==> config.mk <==
export PLATFORM = sky130hd
export DESIGN_NAME = pcs_core
export DESIGN_NICKNAME = d
export VERILOG_FILES = /design/src/core/pcs_pkg.sv /design/src/core/pcs_core.sv
export SDC_FILE = /design/constraint.sdc
export NUM_CORES = 1
export LEC_CHECK = 0
export ABC_AREA = 1
export BUFFER_PORTS_ARGS = -buffer_cell sky130_fd_sc_hd__buf_4
export CAP_MARGIN = 20
export CELL_PAD_IN_SITES_DETAIL_PLACEMENT = 0
export CELL_PAD_IN_SITES_GLOBAL_PLACEMENT = 1
export CORE_MARGIN = 4
export CORE_UTILIZATION = 39
export DETAILED_ROUTE_END_ITERATION = 6
export MAX_ROUTING_LAYER = met4
export PLACE_DENSITY_LB_ADDON = 0.1
export REMOVE_ABC_BUFFERS = 1
export SYNTH_ARGS = -nofsm -noshare
export SYNTH_HDL_FRONTEND = slang
export SYNTH_SLANG_ARGS = --single-unit
==> constraint.sdc <==
create_clock -name mclk -period 6.5 [get_ports mclk]
set_input_delay 1.95 -clock mclk [delete_from_list [all_inputs] [get_ports mclk]]
set_output_delay 1.95 -clock mclk [all_outputs]
set_load 0.01 [all_outputs]
==> src/core/pcs_pkg.sv <==
// Package: constants, types and register map for the program counter and return stack
package pcs_pkg;

  // ********************
  // Widths
  // ********************
  localparam int PC_W    = 15;
  localparam int SP_W    = 5;
  localparam int DEPTH   = 16;
  localparam int PCH_W   = 7;

  // ********************
  // Register indices (printed offsets are not word aligned)
  // ********************
  localparam logic [11:0] IDX_STACK_INDEX = 12'hFED;
  localparam logic [11:0] IDX_TOP_LOW     = 12'hFEE;
  localparam logic [11:0] IDX_TOP_HIGH    = 12'hFEF;
  localparam logic [11:0] IDX_PC_LOW      = 12'hF82;
  localparam logic [11:0] IDX_PC_LATCH    = 12'hF8A;
  localparam logic [11:0] IDX_CTRL        = 12'hFE0;
  localparam logic [11:0] IDX_STATUS      = 12'hFE1;
  localparam logic [13:0] ADDR_STACK_INDEX = {IDX_STACK_INDEX, 2'b00};
  localparam logic [13:0] ADDR_TOP_LOW     = {IDX_TOP_LOW, 2'b00};
  localparam logic [13:0] ADDR_TOP_HIGH    = {IDX_TOP_HIGH, 2'b00};
  localparam logic [13:0] ADDR_PC_LOW      = {IDX_PC_LOW, 2'b00};
  localparam logic [13:0] ADDR_PC_LATCH    = {IDX_PC_LATCH, 2'b00};
  localparam logic [13:0] ADDR_CTRL        = {IDX_CTRL, 2'b00};
  localparam logic [13:0] ADDR_STATUS      = {IDX_STATUS, 2'b00};

  // ********************
  // Reset values and fields
  // ********************
  localparam logic [SP_W-1:0] SP_EMPTY = 5'h1F;
  localparam logic [SP_W-1:0] SP_FULL  = 5'h0F;
  localparam logic [3:0]      EMPTY_SHOW = 4'hF;
  localparam int CTRL_FAULT_EN_BIT  = 0;
  localparam int STAT_OVER_BIT      = 0;
  localparam int STAT_UNDER_BIT     = 1;

  // ********************
  // Core operations
  // ********************
  typedef enum logic [3:0] {
    OP_NONE        = 4'h0,
    OP_STEP        = 4'h1,
    OP_CALL        = 4'h2,
    OP_INDIRECT_CALL_OP       = 4'h3,
    OP_BRW         = 4'h4,
    OP_BRA         = 4'h5,
    OP_RETURN      = 4'h6,
    OP_RET_LITERAL = 4'h7,
    OP_RET_INT     = 4'h8,
    OP_INT_VECTOR  = 4'h9,
    OP_PCL_WRITE   = 4'hA
  } pcs_op_e;

  typedef struct packed {
    pcs_op_e     op;
    logic [10:0] operand;
    logic [7:0]  wreg;
    logic [7:0]  result;
    logic [PC_W-1:0] vector;
  } pcs_cmd_s;

  typedef struct packed {
    logic [SP_W-1:0] sp;
    logic            over_flag;
    logic            under_flag;
    logic            fault_rst;
  } pcs_stk_s;

endpackage

==> src/core/pcs_core.sv <==
// Program counter sequencing, 16-entry return stack and APB register slave
//
// Function
// RULE1 - 15-bit counter; low byte visible, high from latch
// RULE2 - Any reset clears whole program counter
// RULE3 - Low byte write loads high bits from latch
// RULE4 - Call: operand low eleven bits, latch bits 6..3
// RULE5 - Indirect call: W low byte, latch high
// RULE6 - Branch by W: counter plus one plus W
// RULE7 - Relative branch: plus one plus signed operand
// RULE8 - Sixteen entries of fifteen bits, separate space
// RULE9 - Push on calls, interrupt; pop on returns
// RULE10 - Push and pop leave high latch untouched
// RULE11 - Fault reset off: stack wraps circularly
// RULE12 - Overflow and underflow flags set regardless
// RULE13 - Stack pointer five bits wide
// RULE14 - Pointer selects entry shown by top registers
// RULE15 - Push increments then writes; pop reads then decrements
// RULE16 - After reset pointer holds 0x1F, empty
// RULE17 - Empty top reads zero or entry 0x0F
// RULE18 - Fault reset on: overflow/underflow resets device
// RULE19 - Overflow: push at 0x0F; underflow: pop at 0x1F
//
// The implementer's own choice: the APB register port.
`timescale 1ns/100ps
module pcs_core
  import pcs_pkg::*;
(
  // Clock and reset
  input  wire logic            mclk,
  input  wire logic            reset,
  // Configuration
  input  wire logic            stack_fault_reset_en,
  // Core command
  input  wire pcs_cmd_s        cmd,
  // APB slave
  input  wire logic            psel,
  input  wire logic            penable,
  input  wire logic            pwrite,
  input  wire logic [15:0]     paddr,
  input  wire logic [31:0]     pwdata,
  output logic                 pready,
  output logic [31:0]          prdata,
  output logic                 pslverr,
  // Status
  output logic [PC_W-1:0]      pc,
  output logic [SP_W-1:0]      stack_index,
  output logic                 stack_over_flag,
  output logic                 stack_under_flag,
  output logic                 stack_fault_reset
);

  // ********************
  // State
  // ********************
  typedef struct packed {
    logic [PC_W-1:0]  pc;
    logic [PCH_W-1:0] latch;
    pcs_stk_s         stk;
    logic             ready;
    logic [31:0]      rdata;
    logic             slverr;
    logic             en_meta;
    logic             en_sync;
  } pcs_state_s;

  pcs_state_s            st_ff;
  pcs_state_s            nxt_st;
  logic [PC_W-1:0]       mem_ff [DEPTH];
  logic                  wr_en;
  logic [3:0]            wr_idx;
  logic [PC_W-1:0]       wr_val;

  // ********************
  // Helpers
  // ********************
  logic [PC_W-1:0] pc_inc;
  logic [3:0]      sel_idx;
  logic [PC_W-1:0] top_val;
  logic            sp_empty;
  logic            bus_acc;
  logic [13:0]     byte_addr;
  logic [PC_W-1:0] call_tgt;
  logic [PC_W-1:0] indirect_call_op_tgt;
  logic [PC_W-1:0] pcl_tgt;
  logic [PC_W-1:0] brw_tgt;
  logic [PC_W-1:0] bra_tgt;
  logic            fault_en;

  // Config bit comes from outside the core clock; only the second stage is read
  assign fault_en  = st_ff.en_sync;
  assign pc_inc    = st_ff.pc + 15'h0001;
  assign sp_empty  = (st_ff.stk.sp == SP_EMPTY);
  assign sel_idx   = sp_empty ? EMPTY_SHOW : st_ff.stk.sp[3:0];               // [RULE14]
  // Empty stack shows zero under fault reset, else entry 0x0F
  assign top_val   = (sp_empty && fault_en) ? '0 : mem_ff[sel_idx];             // [RULE17]
  assign bus_acc   = psel && penable && !st_ff.ready;
  assign byte_addr = paddr[13:0];

  // ********************
  // Branch and call targets
  // ********************
  assign call_tgt  = {st_ff.latch[6:3], cmd.operand};                           // [RULE4]
  assign indirect_call_op_tgt = {st_ff.latch, cmd.wreg};                                   // [RULE5]
  assign pcl_tgt   = {st_ff.latch, cmd.result};                                 // [RULE3]
  assign brw_tgt   = pc_inc + {7'h00, cmd.wreg};                                // [RULE6]
  // Full-width add, so 256-location boundaries are crossed freely
  assign bra_tgt   = pc_inc + {{6{cmd.operand[8]}}, cmd.operand[8:0]};          // [RULE7]

  // ********************
  // Next state
  // ********************
  always_comb begin
    logic push;
    logic pop;
    logic [SP_W-1:0] sp_up;
    logic over_evt;
    logic under_evt;
    push   = 1'b0;
    pop    = 1'b0;
    sp_up  = st_ff.stk.sp + 5'h01;
    over_evt  = 1'b0;
    under_evt = 1'b0;
    nxt_st = st_ff;
    wr_en  = 1'b0;
    wr_idx = '0;
    wr_val = '0;
    nxt_st.ready  = 1'b0;
    nxt_st.slverr = 1'b0;
    nxt_st.stk.fault_rst = 1'b0;
    nxt_st.en_meta = stack_fault_reset_en;
    nxt_st.en_sync = st_ff.en_meta;

    unique case (cmd.op)
      OP_STEP: begin
        nxt_st.pc = pc_inc;
      end
      OP_PCL_WRITE: begin
        nxt_st.pc = pcl_tgt;                                                     // [RULE3]
      end
      OP_CALL: begin
        nxt_st.pc = call_tgt;                                                    // [RULE4]
        push = 1'b1;                                                             // [RULE9]
      end
      OP_INDIRECT_CALL_OP: begin
        nxt_st.pc = indirect_call_op_tgt;                                                   // [RULE5]
        push = 1'b1;
      end
      OP_INT_VECTOR: begin
        nxt_st.pc = cmd.vector;
        push = 1'b1;
      end
      OP_BRW: begin
        nxt_st.pc = brw_tgt;                                                     // [RULE6]
      end
      OP_BRA: begin
        nxt_st.pc = bra_tgt;                                                     // [RULE7]
      end
      OP_RETURN, OP_RET_LITERAL, OP_RET_INT: begin
        nxt_st.pc = top_val;                                                     // [RULE15]
        pop = 1'b1;                                                              // [RULE9]
      end
      default: begin
      end
    endcase

    // Latch is never touched by stack traffic
    if (push) begin                                                              // [RULE10]
      // Pointer first, then the saved return address at the new slot
      nxt_st.stk.sp = (sp_up == 5'h10) ? 5'h00 : sp_up;                          // [RULE15] [RULE11]
      wr_en  = 1'b1;                                                             // [RULE8]
      wr_idx = nxt_st.stk.sp[3:0];
      wr_val = pc_inc;
      if (st_ff.stk.sp == SP_FULL) begin                                         // [RULE19]
        over_evt = 1'b1;
        nxt_st.stk.over_flag = 1'b1;                                             // [RULE12]
        nxt_st.stk.fault_rst = fault_en;                                         // [RULE18]
      end
    end
    if (pop) begin
      nxt_st.stk.sp = st_ff.stk.sp - 5'h01;                                      // [RULE13]
      if (sp_empty) begin                                                        // [RULE19]
        nxt_st.stk.sp = SP_FULL;
        under_evt = 1'b1;
        nxt_st.stk.under_flag = 1'b1;                                            // [RULE12]
        nxt_st.stk.fault_rst = fault_en;                                         // [RULE18]
      end
    end

    // APB access; in the same cycle index writes lose to push or pop, top writes to push, PC low writes to any core op
    if (bus_acc) begin
      nxt_st.ready = 1'b1;
      nxt_st.rdata = '0;
      unique case (byte_addr)
        ADDR_STACK_INDEX: begin
          nxt_st.rdata = {27'h0, st_ff.stk.sp};
          if (pwrite && !push && !pop) begin
            nxt_st.stk.sp = pwdata[SP_W-1:0];                                   // [RULE14]
          end
        end
        ADDR_TOP_LOW: begin
          nxt_st.rdata = {24'h0, top_val[7:0]};
          if (pwrite && !push) begin
            wr_en  = 1'b1;
            wr_idx = sel_idx;
            wr_val = {top_val[14:8], pwdata[7:0]};
          end
        end
        ADDR_TOP_HIGH: begin
          nxt_st.rdata = {25'h0, top_val[14:8]};
          if (pwrite && !push) begin
            wr_en  = 1'b1;
            wr_idx = sel_idx;
            wr_val = {pwdata[6:0], top_val[7:0]};
          end
        end
        ADDR_PC_LOW: begin
          nxt_st.rdata = {24'h0, st_ff.pc[7:0]};                                 // [RULE1]
          if (pwrite && cmd.op == OP_NONE) begin
            nxt_st.pc = {st_ff.latch, pwdata[7:0]};                              // [RULE3]
          end
        end
        ADDR_PC_LATCH: begin
          nxt_st.rdata = {25'h0, st_ff.latch};
          if (pwrite) begin
            nxt_st.latch = pwdata[PCH_W-1:0];                                    // [RULE1]
          end
        end
        ADDR_CTRL: begin
          nxt_st.rdata = {31'h0, fault_en};
        end
        ADDR_STATUS: begin
          nxt_st.rdata = {30'h0, st_ff.stk.under_flag, st_ff.stk.over_flag};
          // Write one to clear; a flag raised in the same cycle stays set
          if (pwrite) begin
            nxt_st.stk.over_flag  = (st_ff.stk.over_flag & ~pwdata[STAT_OVER_BIT]) | over_evt;      // [RULE12]
            nxt_st.stk.under_flag = (st_ff.stk.under_flag & ~pwdata[STAT_UNDER_BIT]) | under_evt;   // [RULE12]
          end
        end
        default: begin
          nxt_st.slverr = 1'b1;
        end
      endcase
    end
  end

  // ********************
  // Registers
  // ********************
  // Flags survive a stack-fault reset so software can see its cause
  always_ff @(posedge mclk) begin
    if (reset || st_ff.stk.fault_rst) begin
      st_ff.pc       <= '0;                                                      // [RULE2]
      st_ff.latch    <= '0;
      st_ff.stk.sp   <= SP_EMPTY;                                                // [RULE16]
      st_ff.stk.over_flag  <= reset ? 1'b0 : st_ff.stk.over_flag;
      st_ff.stk.under_flag <= reset ? 1'b0 : st_ff.stk.under_flag;
      st_ff.stk.fault_rst  <= 1'b0;
      st_ff.ready    <= 1'b0;
      st_ff.rdata    <= '0;
      st_ff.slverr   <= 1'b0;
      // Synchroniser keeps running through any reset
      st_ff.en_meta  <= nxt_st.en_meta;
      st_ff.en_sync  <= nxt_st.en_sync;
    end else begin
      st_ff <= nxt_st;
    end
  end

  // Stack array has no reset; its contents are unknown until written
  for (genvar gi = 0; gi < DEPTH; gi++) begin : g_entry
    always_ff @(posedge mclk) begin
      if (wr_en && (wr_idx == 4'(gi))) begin
        mem_ff[gi] <= wr_val;
      end
    end
  end

  // ********************
  // Outputs
  // ********************
  assign pready            = st_ff.ready;
  assign prdata            = st_ff.rdata;
  assign pslverr           = st_ff.slverr;
  assign pc                = st_ff.pc;
  assign stack_index       = st_ff.stk.sp;
  assign stack_over_flag   = st_ff.stk.over_flag;
  assign stack_under_flag  = st_ff.stk.under_flag;
  assign stack_fault_reset = st_ff.stk.fault_rst;

endmodule // pcs_core

==> Yosys cells after proc, flatten, opt, wreduce, memory -nomap -nowiden <==
Memory sizes are Yosys's and may differ from the RTL's.
Index checks and enable logic that the tools add are counted.
{ "word_totals": {"reg_bits": 66, "ram_bits": 240, "inputBits": 100, "wordCells": 231, "n_memories": 1} }
{ "op_classes": {"add_sub_neg": 5, "eq_ne": 36, "mux": 122, "bitwise_logic": 7, "reduce_logical": 49} }
{ "mem_list": {"columns": ["memory", "depth", "word_bits", "read_ports", "rd_clocked_by_memory_dff", "wr", "line", "source"], "rows": [
  ["mem_ff", 16, 15, 1, 0, 1, "pcs_core.sv:69", "logic [PC_W-1:0] mem_ff [DEPTH];"]
]} }
{ "op_table": {"columns": ["cell", "n"], "rows": [
  ["two-way mux 15 bit", 22],
  ["OR reduction 15 bit", 15],
  ["one-hot mux 15 bit (8 select lines)", 1],
  ["equality test 14 bit (second input constant)", 7],
  ["two-way mux 4 bit", 20],
  ["two-way mux 1 bit", 62],
  ["one-hot mux 8 bit (7 select lines)", 1],
  ["equality test 4 bit (second input constant)", 11],
  ["two-way mux 39 bit", 1],
  ["two-way mux 34 bit", 1],
  ["equality test 4 x 3 -> 1 bit (second input constant)", 8],
  ["one-hot mux 15 bit (2 select lines)", 1],
  ["two-way mux 29 bit", 1],
  ["two-way mux 5 bit", 5],
  ["logical AND 1 bit", 22],
  ["equality test 4 x 2 -> 1 bit (second input constant)", 4],
  ["adder 15 x 1 -> 15 bit (second input constant)", 1],
  ["adder 15 bit", 1],
  ["adder 15 x 8 -> 15 bit", 1],
  ["two-way mux 7 bit", 2],
  ["equality test 5 bit (second input constant)", 2],
  ["equality test 4 x 1 -> 1 bit (second input constant)", 2],
  ["logical NOT 4 bit", 2],
  ["two-way mux 2 bit", 4],
  ["other kinds (14)", 22]
]} }

==> Depth between registers and ports, before layout <==
{ "depth": {"ltp_word": 28, "ltp_mapped": 19, "depth_no_buf": 19} }

==> Worst setup path after synthesis <==
No wires, ideal clock.
{ "synth_path": {"path_kind": "input-to-reg", "startpoint": "input port cmd[45] (netlist name)", "endpoint": "memory mem_ff[1][0] (enable)", "setup_ps": 386, "arrival_time_ps": 3862, "required_time_ps": 6114, "path_slack_ps": 2251, "stages": 11, "n_path_buf": 1, "path_cell_list": "nor2_1 -> inv_2 -> o21ai_2 -> clkbuf_1 -> ha_1 -> inv_1 -> nand2_1 -> o21ai_1 -> inv_1 -> nand2_1 -> nor2_1"} }
{ "synth_via": {"elab_chain_len": 28, "word_cells_on_any_way": 124} }
{ "synth_lines": {"columns": ["item", "line", "source"], "rows": [
  ["start, declared", "pcs_core.sv:35", "input wire pcs_cmd_s cmd,"],
  ["equality test 4 bit / equality test 4 x 2 -> 1 bit (equally long branches)", "pcs_core.sv:134", "unique case (cmd.op)"],
  ["OR reduction 3 bit (no line) *", null, null],
  ["two-way mux 1 bit *", "pcs_core.sv:134", null],
  ["logical NOT 1 bit", "pcs_core.sv:203, pcs_core.sv:211", null],
  ["logical AND 1 bit", "pcs_core.sv:203, pcs_core.sv:211", null],
  ["two-way mux 4 bit", "pcs_core.sv:203, pcs_core.sv:211", null],
  ["two-way mux 4 bit", null, null],
  ["two-way mux 4 bit", "pcs_core.sv:191", "if (bus_acc) begin"],
  ["equality test 4 x 1 -> 1 bit", "pcs_core.sv:273", "if (wr_en && (wr_idx == 4'(gi))) begin"],
  ["logical AND 1 bit", "pcs_core.sv:273", null],
  ["two-way mux 1 bit", "pcs_core.sv:273", null],
  ["two-way mux 1 bit (not written as such)", "pcs_core.sv:274", "mem_ff[gi] <= wr_val;"],
  ["OR reduction 15 bit (no line)", null, null],
  ["two-way mux 4 bit (no line) / two-way mux 1 bit (equally long branches) (15 in a row)", null, null],
  ["end, declared", "pcs_core.sv:69", null]
]} }
Mark *: on every way between the ends. The rest lies on a longest branch, timed or not.

==> Worst setup path in the final report <==
{ "layout_path": {"startpoint": "input port cmd[45] (netlist name)", "endpoint": "memory mem_ff[4][13] (enable)"} }
The elaborated chain is that of the path after synthesis.

==> flow_summary.ini <==
[floorplan]
initial_utilization_pct = 39.7
io_pins = 157
core_sq_mm = 0.0378
die_w_um = 204
dieArea_sq_mm = 0.0416
rows = 71
die-height_um = 204

[worst_setup_path]
crit_family = simple AND/OR/NAND/NOR gates
crit_path_frequent_cell = buf_4
end_kind = flip-flop
cp_slowest_cell = nor2_1
path_cells = buf_4, inv_2, nor2_1, nand3_1, o21ai_2, buf_4, inv_2, nand4_1, o21ai_1, nand2_1, nor2_1, buf_4
cp-start-kind = input pin
worst-path-max-fanout = 22
cp.arrival_ps = 4790
max_stage_delay_ps = 700
worst-path-buf-inv = 5
crit_required_ps = 6750
worstSetupPathType = in2reg

[detailed_routing]
drtIter0Drc = 1154
vias = 12651
antenna_left = 0
routed_wl_um = 49800
drtPass1Iterations = 7
routedWlPerCell_um = 21.1
drc = 2
vias_per_cell = 5.35

[synthesis]
synth-seq-area-share_pct = 53.9
synthCells = 1720
ys_types = 53
synth-seq-cells = 282
syn_area_sq_mm = 0.0150
yosys_warnings = 0
synth_area_per_cell_sq_um = 8.71

[global_route]
grt_first_pass_wirelength_um = 74300
grt_antenna_before_repair = 0
grt_pass1_vias = 11965
grt_overflow = 0
grt_start_max_net_pins = 73
gr-usage-all-layers_pct = 24.0

[clock_network]
cts_max_level = 1
postCtsSetupRepairBufs = 0
root_buffer = clkbuf_16
cts_buffers = 30
clock_path_buffers = 3
clk_pin_slew_worst_paths_ps = 60
cts_num_sinks = 282
cts_tree = built
cts_resized = 0
clk_latency_ps = 560
cts_hold_buf = 0

[place]
portBuffers = 106
place.gp.congestion = 0.898
dp_hpwl_um = 33900

[cells_and_area]
layout-drive-gt1-share_pct = 14.2
final_nets = 1949
n_antenna_cell = 0
syn_to_final_growth_pct = 15.2
final_util_pct = 45.7

[timing]
final_max_slew_viol_count = 0
fin_setup_tns_ps = 0
grt_setup_unrepaired = no
setup_violations = 0
tightest_slew_ps = 1110
hold_violations = 0
finalCritPeriodShare_pct = 69.8
hold-worst-slack_ps = 330
final.setup_skew_ps = 14.4
max_freq_mhz = 220
period_needed_ps = 4540
slew_headroom_pct = 25.8

[run_status]
violations = DRC
outcome = finished with violations

[pwr]
power.total_mw = 4.48
pwr_density_cell_mw_per_mm2 = 260
p_leak_nw = 6.97
peakVddDrop_v = 0.000230

[run]
maxCapViolCount = 0

[worst_hold_path]
hold_class = reg2reg
-- through the flow --
step,setup WS [ps],std cells,cell area (sq um)
2_1_floorplan,1940,1650,14500
3_3_place_gp,1470,2305,16300
3_5_place_dp,1320,2305,16300
4_1_cts,1900,2361,17200
5_1_grt,1650,2363,17300
6_report,1960,2363,17300
-- metal layers --
layer  routed length, um  vias up  share of wire, %  global-route usage, %
li1                    -     6066                 -                      -
met1               23300     6088                47                   35.9
met2               22300      423                45                   36.1
met3                3310       74               6.6                   2.33
met4                 910        0               1.8                   4.43
met5                   0        -                 0                      -
-- layout make-up --
type	count	area (sq um)
inverter	123	462
fill	3694	20500
sequential	282	8070
clock inverter	23	199
clock buffer	33	783
timing repair buffer	146	1120
tap	511	639
multi-input combinational	1245	5980
-- worst register-to-register path: stages, from the launching register on --
cell,delay [ps]
dfxtp_1,530
ha_1,230
nand2_1,90
nor2_1,190
ha_1,630
inv_2,150
nand2_4,460
buf_4,400
nand2_1,90
nand3_1,70
nand3_1,80
nand3_1,150
nand3_1,190
nand2_1,120
nand3_1,70
nand2_1,80
nand2_1,40
o21ai_1,580
-- flip-flops by register name (all words and copies together) (netlist names) --
register and count:
stack_over_flag 1, stack_fault_reset 1, pready 1, mem_ff 240, indirect_call_op_tgt 3, call_tgt 4, nxt_st 1, pslverr 1
prdata 8, stack_index 5, fault_en 1, stack_under_flag 1, pc 15
-- cell usage after synthesis, drive strengths merged --
cell type / number / share of area [%]
xnor2: 3 / 0.23
o211ai: 15 / 0.79
o2bb2ai: 2 / 0.12
a31oi: 5 / 0.21
nand4: 32 / 1.4
nor3b: 1 / 0.050
buf: 73 / 3.3
clkbuf: 20 / 0.50
a221oi: 3 / 0.18
o22ai: 1 / 0.042
o31ai: 1 / 0.050
or2: 4 / 0.17
a21o: 2 / 0.10
clkinv: 1 / 0.025
dfxtp: 40 / 5.3
nor2: 129 / 4.0
nor3: 15 / 0.71
nand2: 527 / 13
o2111ai: 2 / 0.12
nor4: 1 / 0.042
ha: 20 / 1.7
conb: 1 / 0.025
o21ai: 71 / 2.4
edfxtp: 242 / 49
and2: 1 / 0.059
nand3: 293 / 9.8
xor2: 7 / 0.51
a211oi: 7 / 0.35
nand3b: 3 / 0.15
a21oi: 72 / 2.4
a22oi: 3 / 0.15
inv: 122 / 3.1
fa: 1 / 0.13
-- final timing paths --
check / from / to / slack (ps) / cells past startpoint
max: cmd[45] / mem_ff[4][13] / 1960 / 12
min reg2reg: nxt_st[0] / fault_en / 330 / 0
max reg2reg: stack_index[1] / mem_ff[3][8] / 1980 / 17
min: nxt_st[0] / fault_en / 330 / 0
-- power by group --
part / switching [mW] / internal [mW] / total [mW]
logic: 0.531 / 0.226 / 0.757
clock network: 0.711 / 0.986 / 1.70
registers: 0.0342 / 1.99 / 2.03
total: 1.28 / 3.21 / 4.48
-- cell families after synthesis --
family          synth area share, %
xor+xnor                      0.735
other cells                  0.0250
compound gates                 6.93
buf+inv                        6.84
simple gates                   29.8
fa+ha+maj                      1.80
flops                          53.9
-- cells in the final DEF (no fill, tap or decap), drive strengths merged, types with 4 or more instances in the layout --
cell and n:
a31oi 5, o211ai 15, nand2 527, conb 24
o21ai 71, clkinv 17, a211oi 7, dfxtp 40
nor2 129, or2 4, inv 123, nand4 32
xor2 7, edfxtp 242, nor3 15, buf 146
ha 20, a21oi 72, nand3 293, clkbuf 33
No activity file was read; power rests on OpenSTA's default activity.
